File: src/pmcc_pkg.sv
// constants for the phase and mutual current compensation block
// Notes on behaviour
// RULE1 - voltage and current leave together, no skew
// RULE2 - each phase has own 4-bit fine trim
// RULE3 - subtract scaled integrated voltage from voltage
// RULE4 - base coefficient from coarse and fine trim
// RULE5 - precision or sensor bit widens coefficient
// RULE6 - extension bits come from mutual byte a
// RULE7 - compensation tick divider from mode bits
// RULE8 - mutual correction only with sensor bit clear
// RULE9 - mutual correction only with precision mode clear
// RULE10 - single-phase alpha from byte a, sign bit 8
// RULE11 - beta from byte b; cross-subtract s, t
// RULE12 - coefficients follow configuration without reset
package pmcc_pkg;
   // register byte offsets
   localparam logic [7:0] ADDR_CTRL = 8'h00;
   localparam logic [7:0] ADDR_TRIM = 8'h04;
   localparam logic [7:0] ADDR_MUTUAL = 8'h08;
   localparam logic [7:0] ADDR_COEF = 8'h0C;
   // control field positions
   localparam int CTRL_PM = 0;
   localparam int CTRL_TCS = 1;
   localparam int CTRL_HSA = 2;
   localparam int CTRL_CLOCK_DIVIDER_SELECT = 3;
   localparam int CTRL_COARSE = 4;
   localparam int CTRL_TOPO = 8;
   // trim field positions
   localparam int TRIM_R = 0;
   localparam int TRIM_S = 4;
   localparam int TRIM_T = 8;
   // mutual register field positions
   localparam int MUT_A = 0;
   localparam int MUT_B = 16;
   localparam int EXT_LSB = 0;
   localparam int SIGN_BIT = 8;
   // reset values
   localparam logic [31:0] CTRL_RST = 32'h0000_0000;
   localparam logic [31:0] TRIM_RST = 32'h0000_0000;
   localparam logic [31:0] MUTUAL_RST = 32'h0000_0000;
   // tick divider reloads (divide ratio minus one)
   localparam logic [2:0] DIV2_RELOAD = 3'h1;
   localparam logic [2:0] DIV4_RELOAD = 3'h3;
   localparam logic [2:0] DIV8_RELOAD = 3'h7;
   // topology values above this are single-phase
   localparam logic [2:0] TOPO_MULTI_MAX = 3'h3;
   // scaling: mutual factors are over 8192, voltage vector shift
   localparam int MUT_SHIFT = 13;
   localparam int VOLT_SHIFT = 6;
   // stream sizes
   localparam int SAMPLE_W = 16;
   localparam int WORD_W = 2 + 4 * SAMPLE_W;
   localparam int FIFO_DEPTH = 16;
endpackage

File: src/pmcc_top.sv
// fifo, coefficient slice and top of the phase and mutual compensation block
`timescale 1ns/100ps
// first-word-through buffer between the sample source and the compensation stage
// both flags are registered from the next count, so in_ready drops in the same
// cycle the sixteenth word lands; a source that keeps in_valid up simply waits
// the storage array has no reset, only the pointers, the count and the two flags do
// out_data is read straight from the array at the read index, so it is valid
// whenever out_valid is high, with no extra read latency
module pmcc_fifo #(
   parameter int WIDTH = 8,
   parameter int DEPTH = 16
) (
   input wire logic ref_clk,
   input wire logic rst_n,
   input wire logic in_valid,
   output logic in_ready,
   input wire logic [WIDTH-1:0] in_data,
   output logic out_valid,
   input wire logic out_ready,
   output logic [WIDTH-1:0] out_data
);
   localparam int AW = $clog2(DEPTH);
   localparam int CW = $clog2(DEPTH + 1);
   localparam logic [CW-1:0] FULL_CNT = CW'(DEPTH);
   logic [WIDTH-1:0] mem [DEPTH];  // storage
   logic [AW-1:0] wr_ptr;  // write index
   logic [AW-1:0] rd_ptr;  // read index
   logic [CW-1:0] count;  // words held
   logic [CW-1:0] next_count;
   // handshakes that move a word in or out
   wire push = in_valid && in_ready;
   wire pop = out_valid && out_ready;
   assign next_count = count + CW'(push) - CW'(pop);
   assign out_data = mem[rd_ptr];
   // pointers wrap naturally because the depth is a power of two
   // flags look at next_count so they never lag the storage by a cycle
   // pointers, count and registered flags
   always_ff @(posedge ref_clk or negedge rst_n) begin
      if (!rst_n) begin
         wr_ptr <= '0;
         rd_ptr <= '0;
         count <= '0;
         in_ready <= 1'b0;
         out_valid <= 1'b0;
      end else begin
         wr_ptr <= push ? AW'(wr_ptr + 1'b1) : wr_ptr;
         rd_ptr <= pop ? AW'(rd_ptr + 1'b1) : rd_ptr;
         count <= next_count;
         in_ready <= next_count != FULL_CNT;
         out_valid <= next_count != '0;
      end
   end
   // the array is written only on an accepted word, never cleared
   // storage write
   always_ff @(posedge ref_clk) begin
      if (push) begin
         mem[wr_ptr] <= in_data;
      end
   end
endmodule // pmcc_fifo

// one coefficient slice, used once per phase
// the magnitude is at most 127 in wide mode, so eight signed bits always hold
// the result: 64 - 127 = -63 on the positive branch and -127 on the negative one
// the coefficient is registered so a configuration write settles in one cycle
// and every sample popped after that cycle sees the new value
module pmcc_coef (
   input wire logic ref_clk,
   input wire logic rst_n,
   input wire logic [3:0] fine,
   input wire logic [1:0] coarse,
   input wire logic [1:0] ext,
   input wire logic ext_mode,
   output logic signed [7:0] coef
);
   wire [6:0] sum = ext_mode ? {ext, coarse[0], fine} : {2'b00, coarse[0], fine};  // magnitude part
   wire signed [7:0] pos_ext = 8'sh40 - $signed({1'b0, sum});  // 64 minus sum
   wire signed [7:0] pos_base = 8'sh10 - $signed({4'h0, fine});  // 16 minus fine
   wire signed [7:0] neg = -$signed({1'b0, sum});  // negated sum
   wire signed [7:0] next_coef = coarse[1] ? (ext_mode ? pos_ext : pos_base) : neg;
   // both positive branches are built and the mode picks one; the base
   // branch ignores the extension and coarse bit 0
   // RULE4 RULE5 RULE12 coefficient recomputed each cycle
   always_ff @(posedge ref_clk or negedge rst_n) begin
      if (!rst_n) begin
         coef <= 8'sh00;
      end else begin
         coef <= next_coef;
      end
   end
endmodule // pmcc_coef

// top: register file, per-phase coefficient slices, compensation tick divider,
// sample buffer and the registered output stage
// the bus answers every request, mapped or not, one cycle after it is taken;
// the ack is fed back into the decode so a held strobe is never acked in two back-to-back cycles
// the sample word carries its phase with it, so the coefficient is picked per
// word and a phase without a slice (code 3) passes with a zero coefficient
module pmcc_top (
   input wire logic ref_clk,
   input wire logic rst_n,
   input wire logic wb_cyc_i,
   input wire logic wb_stb_i,
   input wire logic wb_we_i,
   input wire logic [7:0] wb_adr_i,
   input wire logic [3:0] wb_sel_i,
   input wire logic [31:0] wb_dat_i,
   output logic [31:0] wb_dat_o,
   output logic wb_ack_o,
   input wire logic in_valid,
   output logic in_ready,
   input wire logic [1:0] in_phase,
   input wire logic [15:0] in_volt,
   input wire logic [15:0] in_integ,
   input wire logic [15:0] in_cur_s,
   input wire logic [15:0] in_cur_t,
   output logic out_valid,
   output logic [1:0] out_phase,
   output logic [15:0] out_volt,
   output logic [15:0] out_cur_s,
   output logic [15:0] out_cur_t,
   output logic phc_tick
);
   logic [31:0] ctrl;  // mode bits, coarse trim, topology
   logic [31:0] trim;  // per-phase fine trims
   logic [31:0] mutual;  // mutual bytes a and b
   logic [2:0] div_cnt;  // tick divider
   logic mutual_active;  // cross-correction enabled
   logic signed [7:0] coef_r;
   logic signed [7:0] coef_s;
   logic signed [7:0] coef_t;
   logic fifo_valid;
   logic [pmcc_pkg::WORD_W-1:0] fifo_data;

   // bus decode
   // a request counts only while no ack is out, which keeps the classic cycle
   // to exactly one ack per strobe
   wire bus_req = wb_cyc_i && wb_stb_i && !wb_ack_o;
   wire bus_wr = bus_req && wb_we_i;
   wire sel_ctrl = wb_adr_i == pmcc_pkg::ADDR_CTRL;
   wire sel_trim = wb_adr_i == pmcc_pkg::ADDR_TRIM;
   wire sel_mut = wb_adr_i == pmcc_pkg::ADDR_MUTUAL;
   wire sel_coef = wb_adr_i == pmcc_pkg::ADDR_COEF;
   wire [31:0] mask = {{8{wb_sel_i[3]}}, {8{wb_sel_i[2]}}, {8{wb_sel_i[1]}}, {8{wb_sel_i[0]}}};
   wire [31:0] next_ctrl = (ctrl & ~mask) | (wb_dat_i & mask);
   wire [31:0] next_trim = (trim & ~mask) | (wb_dat_i & mask);
   wire [31:0] next_mutual = (mutual & ~mask) | (wb_dat_i & mask);
   wire [31:0] coef_word = {mutual_active, 7'h00, coef_t, coef_s, coef_r};  // live state
   // unmapped offsets read as zero
   wire [31:0] next_rdata = sel_ctrl ? ctrl : sel_trim ? trim : sel_mut ? mutual : sel_coef ? coef_word : 32'h0;

   // every field is a plain slice of a register; positions are in the package
   // named configuration fields
   wire precision_mode = ctrl[pmcc_pkg::CTRL_PM];
   wire current_sensor_select = ctrl[pmcc_pkg::CTRL_TCS];
   wire fast_clock_select = ctrl[pmcc_pkg::CTRL_HSA];
   wire clock_divider_select = ctrl[pmcc_pkg::CTRL_CLOCK_DIVIDER_SELECT];
   wire [1:0] phase_coarse_trim = ctrl[pmcc_pkg::CTRL_COARSE +: 2];
   wire [2:0] line_topology = ctrl[pmcc_pkg::CTRL_TOPO +: 3];
   wire [3:0] phase_trim_r = trim[pmcc_pkg::TRIM_R +: 4];
   wire [3:0] phase_trim_s = trim[pmcc_pkg::TRIM_S +: 4];
   wire [3:0] phase_trim_t = trim[pmcc_pkg::TRIM_T +: 4];
   wire [8:0] mutual_comp_byte_a = mutual[pmcc_pkg::MUT_A +: 9];
   wire [7:0] mutual_comp_byte_b = mutual[pmcc_pkg::MUT_B +: 8];
   // RULE6 extension taken from byte a
   wire [1:0] phase_ext_trim = mutual_comp_byte_a[pmcc_pkg::EXT_LSB +: 2];
   // RULE5 wide mode under precision or sensor bit
   wire ext_mode = precision_mode || current_sensor_select;
   // RULE8 RULE9 RULE10 gating of mutual correction
   wire next_mutual_active = !current_sensor_select && !precision_mode
      && (line_topology > pmcc_pkg::TOPO_MULTI_MAX);

   // byte lanes are merged per lane, reserved bits are stored and read back
   // read data is held until the next read so a slow master still finds it
   // register writes and registered read answer
   always_ff @(posedge ref_clk or negedge rst_n) begin
      if (!rst_n) begin
         ctrl <= pmcc_pkg::CTRL_RST;
         trim <= pmcc_pkg::TRIM_RST;
         mutual <= pmcc_pkg::MUTUAL_RST;
         wb_ack_o <= 1'b0;
         wb_dat_o <= 32'h0;
      end else begin
         ctrl <= (bus_wr && sel_ctrl) ? next_ctrl : ctrl;
         trim <= (bus_wr && sel_trim) ? next_trim : trim;
         mutual <= (bus_wr && sel_mut) ? next_mutual : mutual;
         wb_ack_o <= bus_req;
         wb_dat_o <= (bus_req && !wb_we_i) ? next_rdata : wb_dat_o;
      end
   end

   // the three slices share coarse and extension bits and differ in fine trim
   // RULE2 one trim slice per phase
   pmcc_coef u_coef_r (.ref_clk(ref_clk), .rst_n(rst_n), .fine(phase_trim_r), .coarse(phase_coarse_trim),
      .ext(phase_ext_trim), .ext_mode(ext_mode), .coef(coef_r));
   pmcc_coef u_coef_s (.ref_clk(ref_clk), .rst_n(rst_n), .fine(phase_trim_s), .coarse(phase_coarse_trim),
      .ext(phase_ext_trim), .ext_mode(ext_mode), .coef(coef_s));
   pmcc_coef u_coef_t (.ref_clk(ref_clk), .rst_n(rst_n), .fine(phase_trim_t), .coarse(phase_coarse_trim),
      .ext(phase_ext_trim), .ext_mode(ext_mode), .coef(coef_t));

   // the divider reloads only when it reaches zero, so a new ratio takes
   // effect after the count in progress; no short tick is ever produced
   // RULE7 divider reload from mode bits
   wire [2:0] reload = precision_mode
      ? (clock_divider_select ? pmcc_pkg::DIV4_RELOAD : pmcc_pkg::DIV2_RELOAD)
      : (fast_clock_select ? pmcc_pkg::DIV4_RELOAD : pmcc_pkg::DIV8_RELOAD);
   wire div_zero = div_cnt == 3'h0;

   // the counter starts at zero so the first tick follows reset release at
   // once; the correction enable is registered here as well
   // compensation tick generator
   always_ff @(posedge ref_clk or negedge rst_n) begin
      if (!rst_n) begin
         div_cnt <= 3'h0;
         phc_tick <= 1'b0;
         mutual_active <= 1'b0;
      end else begin
         div_cnt <= div_zero ? reload : div_cnt - 3'h1;
         phc_tick <= div_zero;
         mutual_active <= next_mutual_active;
      end
   end

   // the tick is the pop strobe, so words leave at the compensation rate
   // and a full buffer pushes back on the source through in_ready
   // sample buffer, drained one word per compensation tick
   pmcc_fifo #(.WIDTH(pmcc_pkg::WORD_W), .DEPTH(pmcc_pkg::FIFO_DEPTH)) u_fifo (
      .ref_clk(ref_clk), .rst_n(rst_n), .in_valid(in_valid), .in_ready(in_ready),
      .in_data({in_phase, in_volt, in_integ, in_cur_s, in_cur_t}),
      .out_valid(fifo_valid), .out_ready(phc_tick), .out_data(fifo_data));

   // field order in the word: phase, voltage, integrated voltage, S, T
   // unpack popped word
   wire pop = fifo_valid && phc_tick;
   wire [1:0] f_phase = fifo_data[64 +: 2];
   wire signed [15:0] f_volt = fifo_data[48 +: 16];
   wire signed [15:0] f_integ = fifo_data[32 +: 16];
   wire signed [15:0] f_cur_s = fifo_data[16 +: 16];
   wire signed [15:0] f_cur_t = fifo_data[0 +: 16];
   wire signed [7:0] k_sel = (f_phase == 2'h0) ? coef_r : (f_phase == 2'h1) ? coef_s
      : (f_phase == 2'h2) ? coef_t : 8'sh00;

   // products keep their full width; only the shifted difference is cut to
   // the 16 bits of the output, wrapping like the arithmetic it models
   // RULE3 voltage minus scaled integrated vector
   wire signed [23:0] volt_prod = k_sel * f_integ;
   wire signed [23:0] volt_diff = 24'(f_volt) - (volt_prod >>> pmcc_pkg::VOLT_SHIFT);
   // the shared sign bit of byte a negates both factors; the products are
   // scaled down by 8192 with an arithmetic shift
   // RULE10 RULE11 signed alpha and beta over 8192
   wire sign_ab = mutual_comp_byte_a[pmcc_pkg::SIGN_BIT];
   wire signed [9:0] alpha = sign_ab ? -$signed({2'b00, mutual_comp_byte_a[7:0]})
      : $signed({2'b00, mutual_comp_byte_a[7:0]});
   wire signed [9:0] beta = sign_ab ? -$signed({2'b00, mutual_comp_byte_b})
      : $signed({2'b00, mutual_comp_byte_b});
   wire signed [25:0] s_prod = beta * f_cur_t;
   wire signed [25:0] t_prod = alpha * f_cur_s;
   wire signed [25:0] s_diff = 26'(f_cur_s) - (s_prod >>> pmcc_pkg::MUT_SHIFT);
   wire signed [25:0] t_diff = 26'(f_cur_t) - (t_prod >>> pmcc_pkg::MUT_SHIFT);

   // voltage and currents of one word are registered on the same edge, so
   // the block adds no skew between the channels
   // RULE1 output stage, all channels in one cycle
   always_ff @(posedge ref_clk or negedge rst_n) begin
      if (!rst_n) begin
         out_valid <= 1'b0;
         out_phase <= 2'h0;
         out_volt <= 16'h0000;
         out_cur_s <= 16'h0000;
         out_cur_t <= 16'h0000;
      end else begin
         out_valid <= pop;
         out_phase <= pop ? f_phase : out_phase;
         out_volt <= pop ? volt_diff[15:0] : out_volt;
         // RULE8 pass currents unchanged when correction is off
         out_cur_s <= pop ? (mutual_active ? s_diff[15:0] : f_cur_s) : out_cur_s;
         out_cur_t <= pop ? (mutual_active ? t_diff[15:0] : f_cur_t) : out_cur_t;
      end
   end
endmodule // pmcc_top

File: config.mk
export PLATFORM = sky130hd
export DESIGN_NAME = pmcc_top
export DESIGN_NICKNAME = d
export VERILOG_FILES = /design/src/pmcc_pkg.sv /design/src/pmcc_top.sv
export SDC_FILE = /design/constraint.sdc
export NUM_CORES = 2
export LEC_CHECK = 0
export ABC_AREA = 1
export BUFFER_PORTS_ARGS = -buffer_cell sky130_fd_sc_hd__buf_2
export CAP_MARGIN = 0
export CORE_AREA = 5 5 359 361
export DETAILED_ROUTE_END_ITERATION = 8
export DIE_AREA = 0 0 364 366
export GPL_ROUTABILITY_DRIVEN = 0
export MAX_ROUTING_LAYER = met4
export PLACE_DENSITY_LB_ADDON = 0.08
export REMOVE_ABC_BUFFERS = 1
export SYNTH_ARGS = -nofsm -noshare
export SYNTH_HDL_FRONTEND = slang
export SYNTH_SLANG_ARGS = --single-unit
export TNS_END_PERCENT = 20
File: constraint.sdc
create_clock -name ref_clk -period 8.86 [get_ports ref_clk]
set_input_delay 1.772 -clock ref_clk [delete_from_list [all_inputs] [get_ports ref_clk]]
set_output_delay 1.772 -clock ref_clk [all_outputs]
set_load 0.03 [all_outputs]
==> impl_table.tex <==
\begin{tabular}{lr}
\hline
Metric & Value \\
\hline
\multicolumn{2}{l}{\textbf{Timing}} \\
Fraction of the cycle the final worst path needs & 0.954 \\
RSZ-0062 raised after global routing & true \\
WHS & 462 ps \\
Clock Skews & 22.2 ps \\
Number of endpoints failing setup at the final stage & 0 \\
Final Critical Period & 8460 ps \\
Worst Tran Pin Value & 1140 ps \\
Hold violation count in the final report & 0 \\
Number of pins with negative max-slew slack in the final report & 0 \\
Highest achievable clock rate & 0.118 GHz \\
Relative slew slack & 0.243 \\
\multicolumn{2}{l}{\textbf{Clock tree}} \\
Maximum buffer depth of the clock tree & 3 \\
Sink Count & 1280 \\
Worst-path clk slew & 60 ps \\
CTS tree & done \\
Level count of the clock H-tree & 4 \\
Clock insertion delay at the later pin of the skew report & 780 ps \\
Number of post-CTS setup repair buffers & 0 \\
Clock Tree Root & sky130\_fd\_sc\_hd\_\_clkbuf\_16 \\
Number of buffers added by the clock tree synthesis step & 139 \\
\multicolumn{2}{l}{\textbf{Setup path}} \\
Worst Path Arrival & 9110 ps \\
Reg-to-reg startpoint & u\_fifo.rd\_ptr[0] \\
Type of the worst setup path & reg -> reg \\
Most used cell, CP & sky130\_fd\_sc\_hd\_\_nand2\_1 \\
Delay of the slowest critical-path stage & 590 ps \\
Endpoint of the worst-slack reg-to-reg timing path & out\_cur\_s[12] \\
Type of destination of the critical path & flop \\
Type of element launching the critical path & flop \\
Register-to-register path setup slack & 400 ps \\
Largest fanout on the critical path & 98 \\
Logic depth of the worst register-to-register path & 41 \\
Required time at the endpoint of the critical path & 9510 ps \\
Slowest-stage cell, CP & sky130\_fd\_sc\_hd\_\_dfrtp\_4 \\
\multicolumn{2}{l}{\textbf{Logic synthesis}} \\
Area share of xor/xnor cells in the synthesized design & 0.0159 \\
Mapped cell area & 0.0682 sq mm \\
Post-synth top flop & sky130\_fd\_sc\_hd\_\_edfxtp\_1 \\
Count of flip-flops with a built-in enable after synthesis & 1056 \\
Largest family of logic cells by synthesized area & adder cells \\
Post-synthesis cell type count & 61 \\
Sequential fraction of the synthesis area & 0.547 \\
Share of synthesized flip-flops with an asynchronous set or reset & 0.175 \\
Flop and latch count out of synthesis & 1280 \\
Arithmetic-cell share of the synthesized area counting full adders, half adders and majority gates & 0.150 \\
Synthesis warning total & 0 \\
Simple-gate share of the synthesized area & 0.126 \\
Post-synthesis compound-gate area fraction & 0.0979 \\
Mapped Cells & 6288 \\
Average instance area after synthesis & 10.8 sq um \\
Proportion of synthesized area in mux cells & 0 \\
\multicolumn{2}{l}{\textbf{Hold path}} \\
End point of the most critical hold path & u\_coef\_r.coef[0] \\
Worst hold path stage count & 0 \\
Worst hold path type & reg -> reg \\
\multicolumn{2}{l}{\textbf{Job}} \\
Number of maximum-capacitance constraint violations & 0 \\
\multicolumn{2}{l}{\textbf{Die}} \\
Core area & 0.125 sq mm \\
Height of the die & 366 um \\
Initial standard-cell utilization of the core & 0.545 \\
Chip width & 364 um \\
Number of primary I/O pins & 202 \\
Row count & 130 \\
Die Footprint & 0.133 sq mm \\
\multicolumn{2}{l}{\textbf{Layout}} \\
Post-layout net count & 7195 \\
Most common library cell in the layout ignoring fill and taps & sky130\_fd\_sc\_hd\_\_nand2\_1 \\
Top library cells by usage in the layout, fill and taps aside & sky130\_fd\_sc\_hd\_\_nand2\_1, sky130\_fd\_sc\_hd\_\_edfxtp\_1, sky130\_fd\_sc\_hd\_\_inv\_1, sky130\_fd\_sc\_hd\_\_nor2\_1, sky130\_fd\_sc\_hd\_\_o21ai\_0 \\
Count of fill cells added during filler insertion & 10.2k \\
Synthesis-to-finish area growth & 11.4\% \\
Share of post-route cells with drive strength above 1 & 0.101 \\
\multicolumn{2}{l}{\textbf{Place}} \\
Half-perimeter wire length of the detailed placement result & 125 mm \\
Number of buffers added on ports & 201 \\
\multicolumn{2}{l}{\textbf{Routing}} \\
Via density per instance & 5.80 \\
Count of unresolved DRC violations after routing & 0 \\
Wire length per cell & 23.6 um \\
Remaining number of nets flagged by the antenna check after routing & 0 \\
WL final & 195 mm \\
Total number of vias & 47.9k \\
DR iter-0 viols & 4996 \\
Number of detailed-route iterations in the first pass & 9 \\
\multicolumn{2}{l}{\textbf{Global route}} \\
Pin count of the biggest net entering global routing & 169 \\
Via count of the first global-routing pass & 47.0k \\
Global-route wire length before repair & 292 mm \\
Gr usage total & 0.299 \\
Initial antenna violation count & 26 \\
Overflow after GRT & 0 \\
\multicolumn{2}{l}{\textbf{Run status}} \\
Run status & finished clean \\
\hline
\end{tabular}
flip-flops by register name, summed over array words and instances, names as in the netlist, 8 cells and up, named ones only:
| name | cells |
|---|---|
| u_fifo.mem | 1056 |
| wb_dat_o | 32 |
| out_cur_s | 16 |
| out_cur_t | 16 |
| out_volt | 16 |
| u_coef_r.coef | 8 |
| u_coef_s.coef | 8 |
| u_coef_t.coef | 8 |
worst max path at each step:
stage,start,to
6_report,u_fifo.rd_ptr[0],out_cur_s[12]
5_1_grt,u_fifo.rd_ptr[0],out_cur_t[12]
4_1_cts,u_fifo.rd_ptr[0],out_cur_t[15]
3_5_place_dp,u_fifo.rd_ptr[0],out_cur_t[15]
3_3_place_gp,u_fifo.rd_ptr[0],out_cur_t[15]
2_1_floorplan,u_fifo.rd_ptr[0],out_volt[15]
critical path, delay by kind of cell (launching register included):
kind / cells / cell delay, ps
compound gates: 8 / 1340
xor+xnor: 2 / 390
fa+ha+maj: 8 / 3550
buf+inv: 9 / 910
flops: 1 / 590
simple gates: 14 / 1440
what timing repair did:
action                                  in CTS  in global routing
endpoints found under the setup margin       0                 12
gates resized for setup                      0                 34
hold buffers                                 0                  0
kinds of logic (layout without fill, tap and decap cells):
group / Yosys count / after routing
compound gates: 1131 / 1131
xor+xnor: 122 / 122
fa+ha+maj: 592 / 592
buf+inv: 1049 / 1357
flops: 1280 / 1280
other cells: 0 / 18
simple gates: 2114 / 2114
metrics by stage:
| stage | std cells | worst slack, ps | cell area (sq um) | utilization | TNS (ps) |
|---|---|---|---|---|---|
| 2_1_floorplan | 6009 | -13270 | 66800 | - | -615890 |
| 6_report | 8264 | 403 | 75900 | 0.607 | 0 |
| 3_5_place_dp | 7993 | 138 | 71200 | 0.570 | 0 |
| 3_3_place_gp | 7993 | 227 | 71200 | 0.570 | 0 |
| 4_1_cts | 8243 | 106 | 75600 | 0.605 | 0 |
| 5_1_grt | 8262 | -62.9 | 75900 | 0.607 | -62.9 |
synth_stat cells, types with 4 or more instances:
cell type / instances / area [sq um]
sky130_fd_sc_hd__a2111oi_0: 4 / 35.0
sky130_fd_sc_hd__a211oi_1: 5 / 37.5
sky130_fd_sc_hd__a21boi_0: 4 / 30.0
sky130_fd_sc_hd__a21o_1: 7 / 52.6
sky130_fd_sc_hd__a21oi_1: 282 / 1410
sky130_fd_sc_hd__a21oi_2: 4 / 35.0
sky130_fd_sc_hd__a221o_1: 13 / 130
sky130_fd_sc_hd__a221oi_1: 59 / 517
sky130_fd_sc_hd__a31oi_1: 31 / 194
sky130_fd_sc_hd__a41oi_1: 4 / 35.0
sky130_fd_sc_hd__a41oi_2: 11 / 179
sky130_fd_sc_hd__buf_1: 19 / 71.3
sky130_fd_sc_hd__buf_2: 53 / 265
sky130_fd_sc_hd__buf_4: 28 / 210
sky130_fd_sc_hd__buf_6: 21 / 236
sky130_fd_sc_hd__clkbuf_1: 158 / 593
sky130_fd_sc_hd__dfrtp_1: 224 / 5610
sky130_fd_sc_hd__edfxtp_1: 1056 / 31700
sky130_fd_sc_hd__fa_1: 376 / 7530
sky130_fd_sc_hd__ha_1: 216 / 2700
sky130_fd_sc_hd__inv_1: 739 / 2770
sky130_fd_sc_hd__inv_2: 25 / 93.8
sky130_fd_sc_hd__nand2_1: 1120 / 4200
sky130_fd_sc_hd__nand2_2: 31 / 194
sky130_fd_sc_hd__nand3_1: 202 / 1010
sky130_fd_sc_hd__nand4_1: 57 / 357
sky130_fd_sc_hd__nor2_1: 653 / 2450
sky130_fd_sc_hd__nor3_1: 20 / 100
sky130_fd_sc_hd__nor3b_1: 4 / 30.0
sky130_fd_sc_hd__nor4_1: 5 / 31.3
sky130_fd_sc_hd__o211ai_1: 45 / 338
sky130_fd_sc_hd__o21ai_0: 479 / 2400
sky130_fd_sc_hd__o21ai_1: 44 / 220
sky130_fd_sc_hd__o21bai_1: 4 / 30.0
sky130_fd_sc_hd__o221ai_1: 58 / 508
sky130_fd_sc_hd__o22ai_1: 59 / 369
sky130_fd_sc_hd__or2_2: 7 / 43.8
sky130_fd_sc_hd__xnor2_1: 44 / 385
sky130_fd_sc_hd__xor2_1: 77 / 674
routing by layer:
metal / part of all wire / routed length [um] / global-route usage / up-vias
met3: 0.073 / 14200 / 0.0450 / 354
li1: - / - / - / 21700
met5: 0 / 0 / - / -
met1: 0.42 / 81200 / 0.406 / 24000
met4: 0.030 / 5930 / 0.0971 / 0
met2: 0.48 / 93900 / 0.471 / 1895
cell type report:
type / count / area [sq um] / share of cell area
antenna: 18 / 45.0 / 0.000593
clock buffer: 177 / 3830 / 0.0504
clock inverter: 73 / 583 / 0.00768
inverter: 770 / 2930 / 0.0385
multi-input combinational: 3959 / 26800 / 0.353
sequential: 1280 / 37300 / 0.492
tap: 1650 / 2060 / 0.0272
timing repair buffer: 337 / 2340 / 0.0308
Power is left out: the tool's default activity adds up to more than one toggle a clock period on the data nets, which glitch-free logic cannot reach.
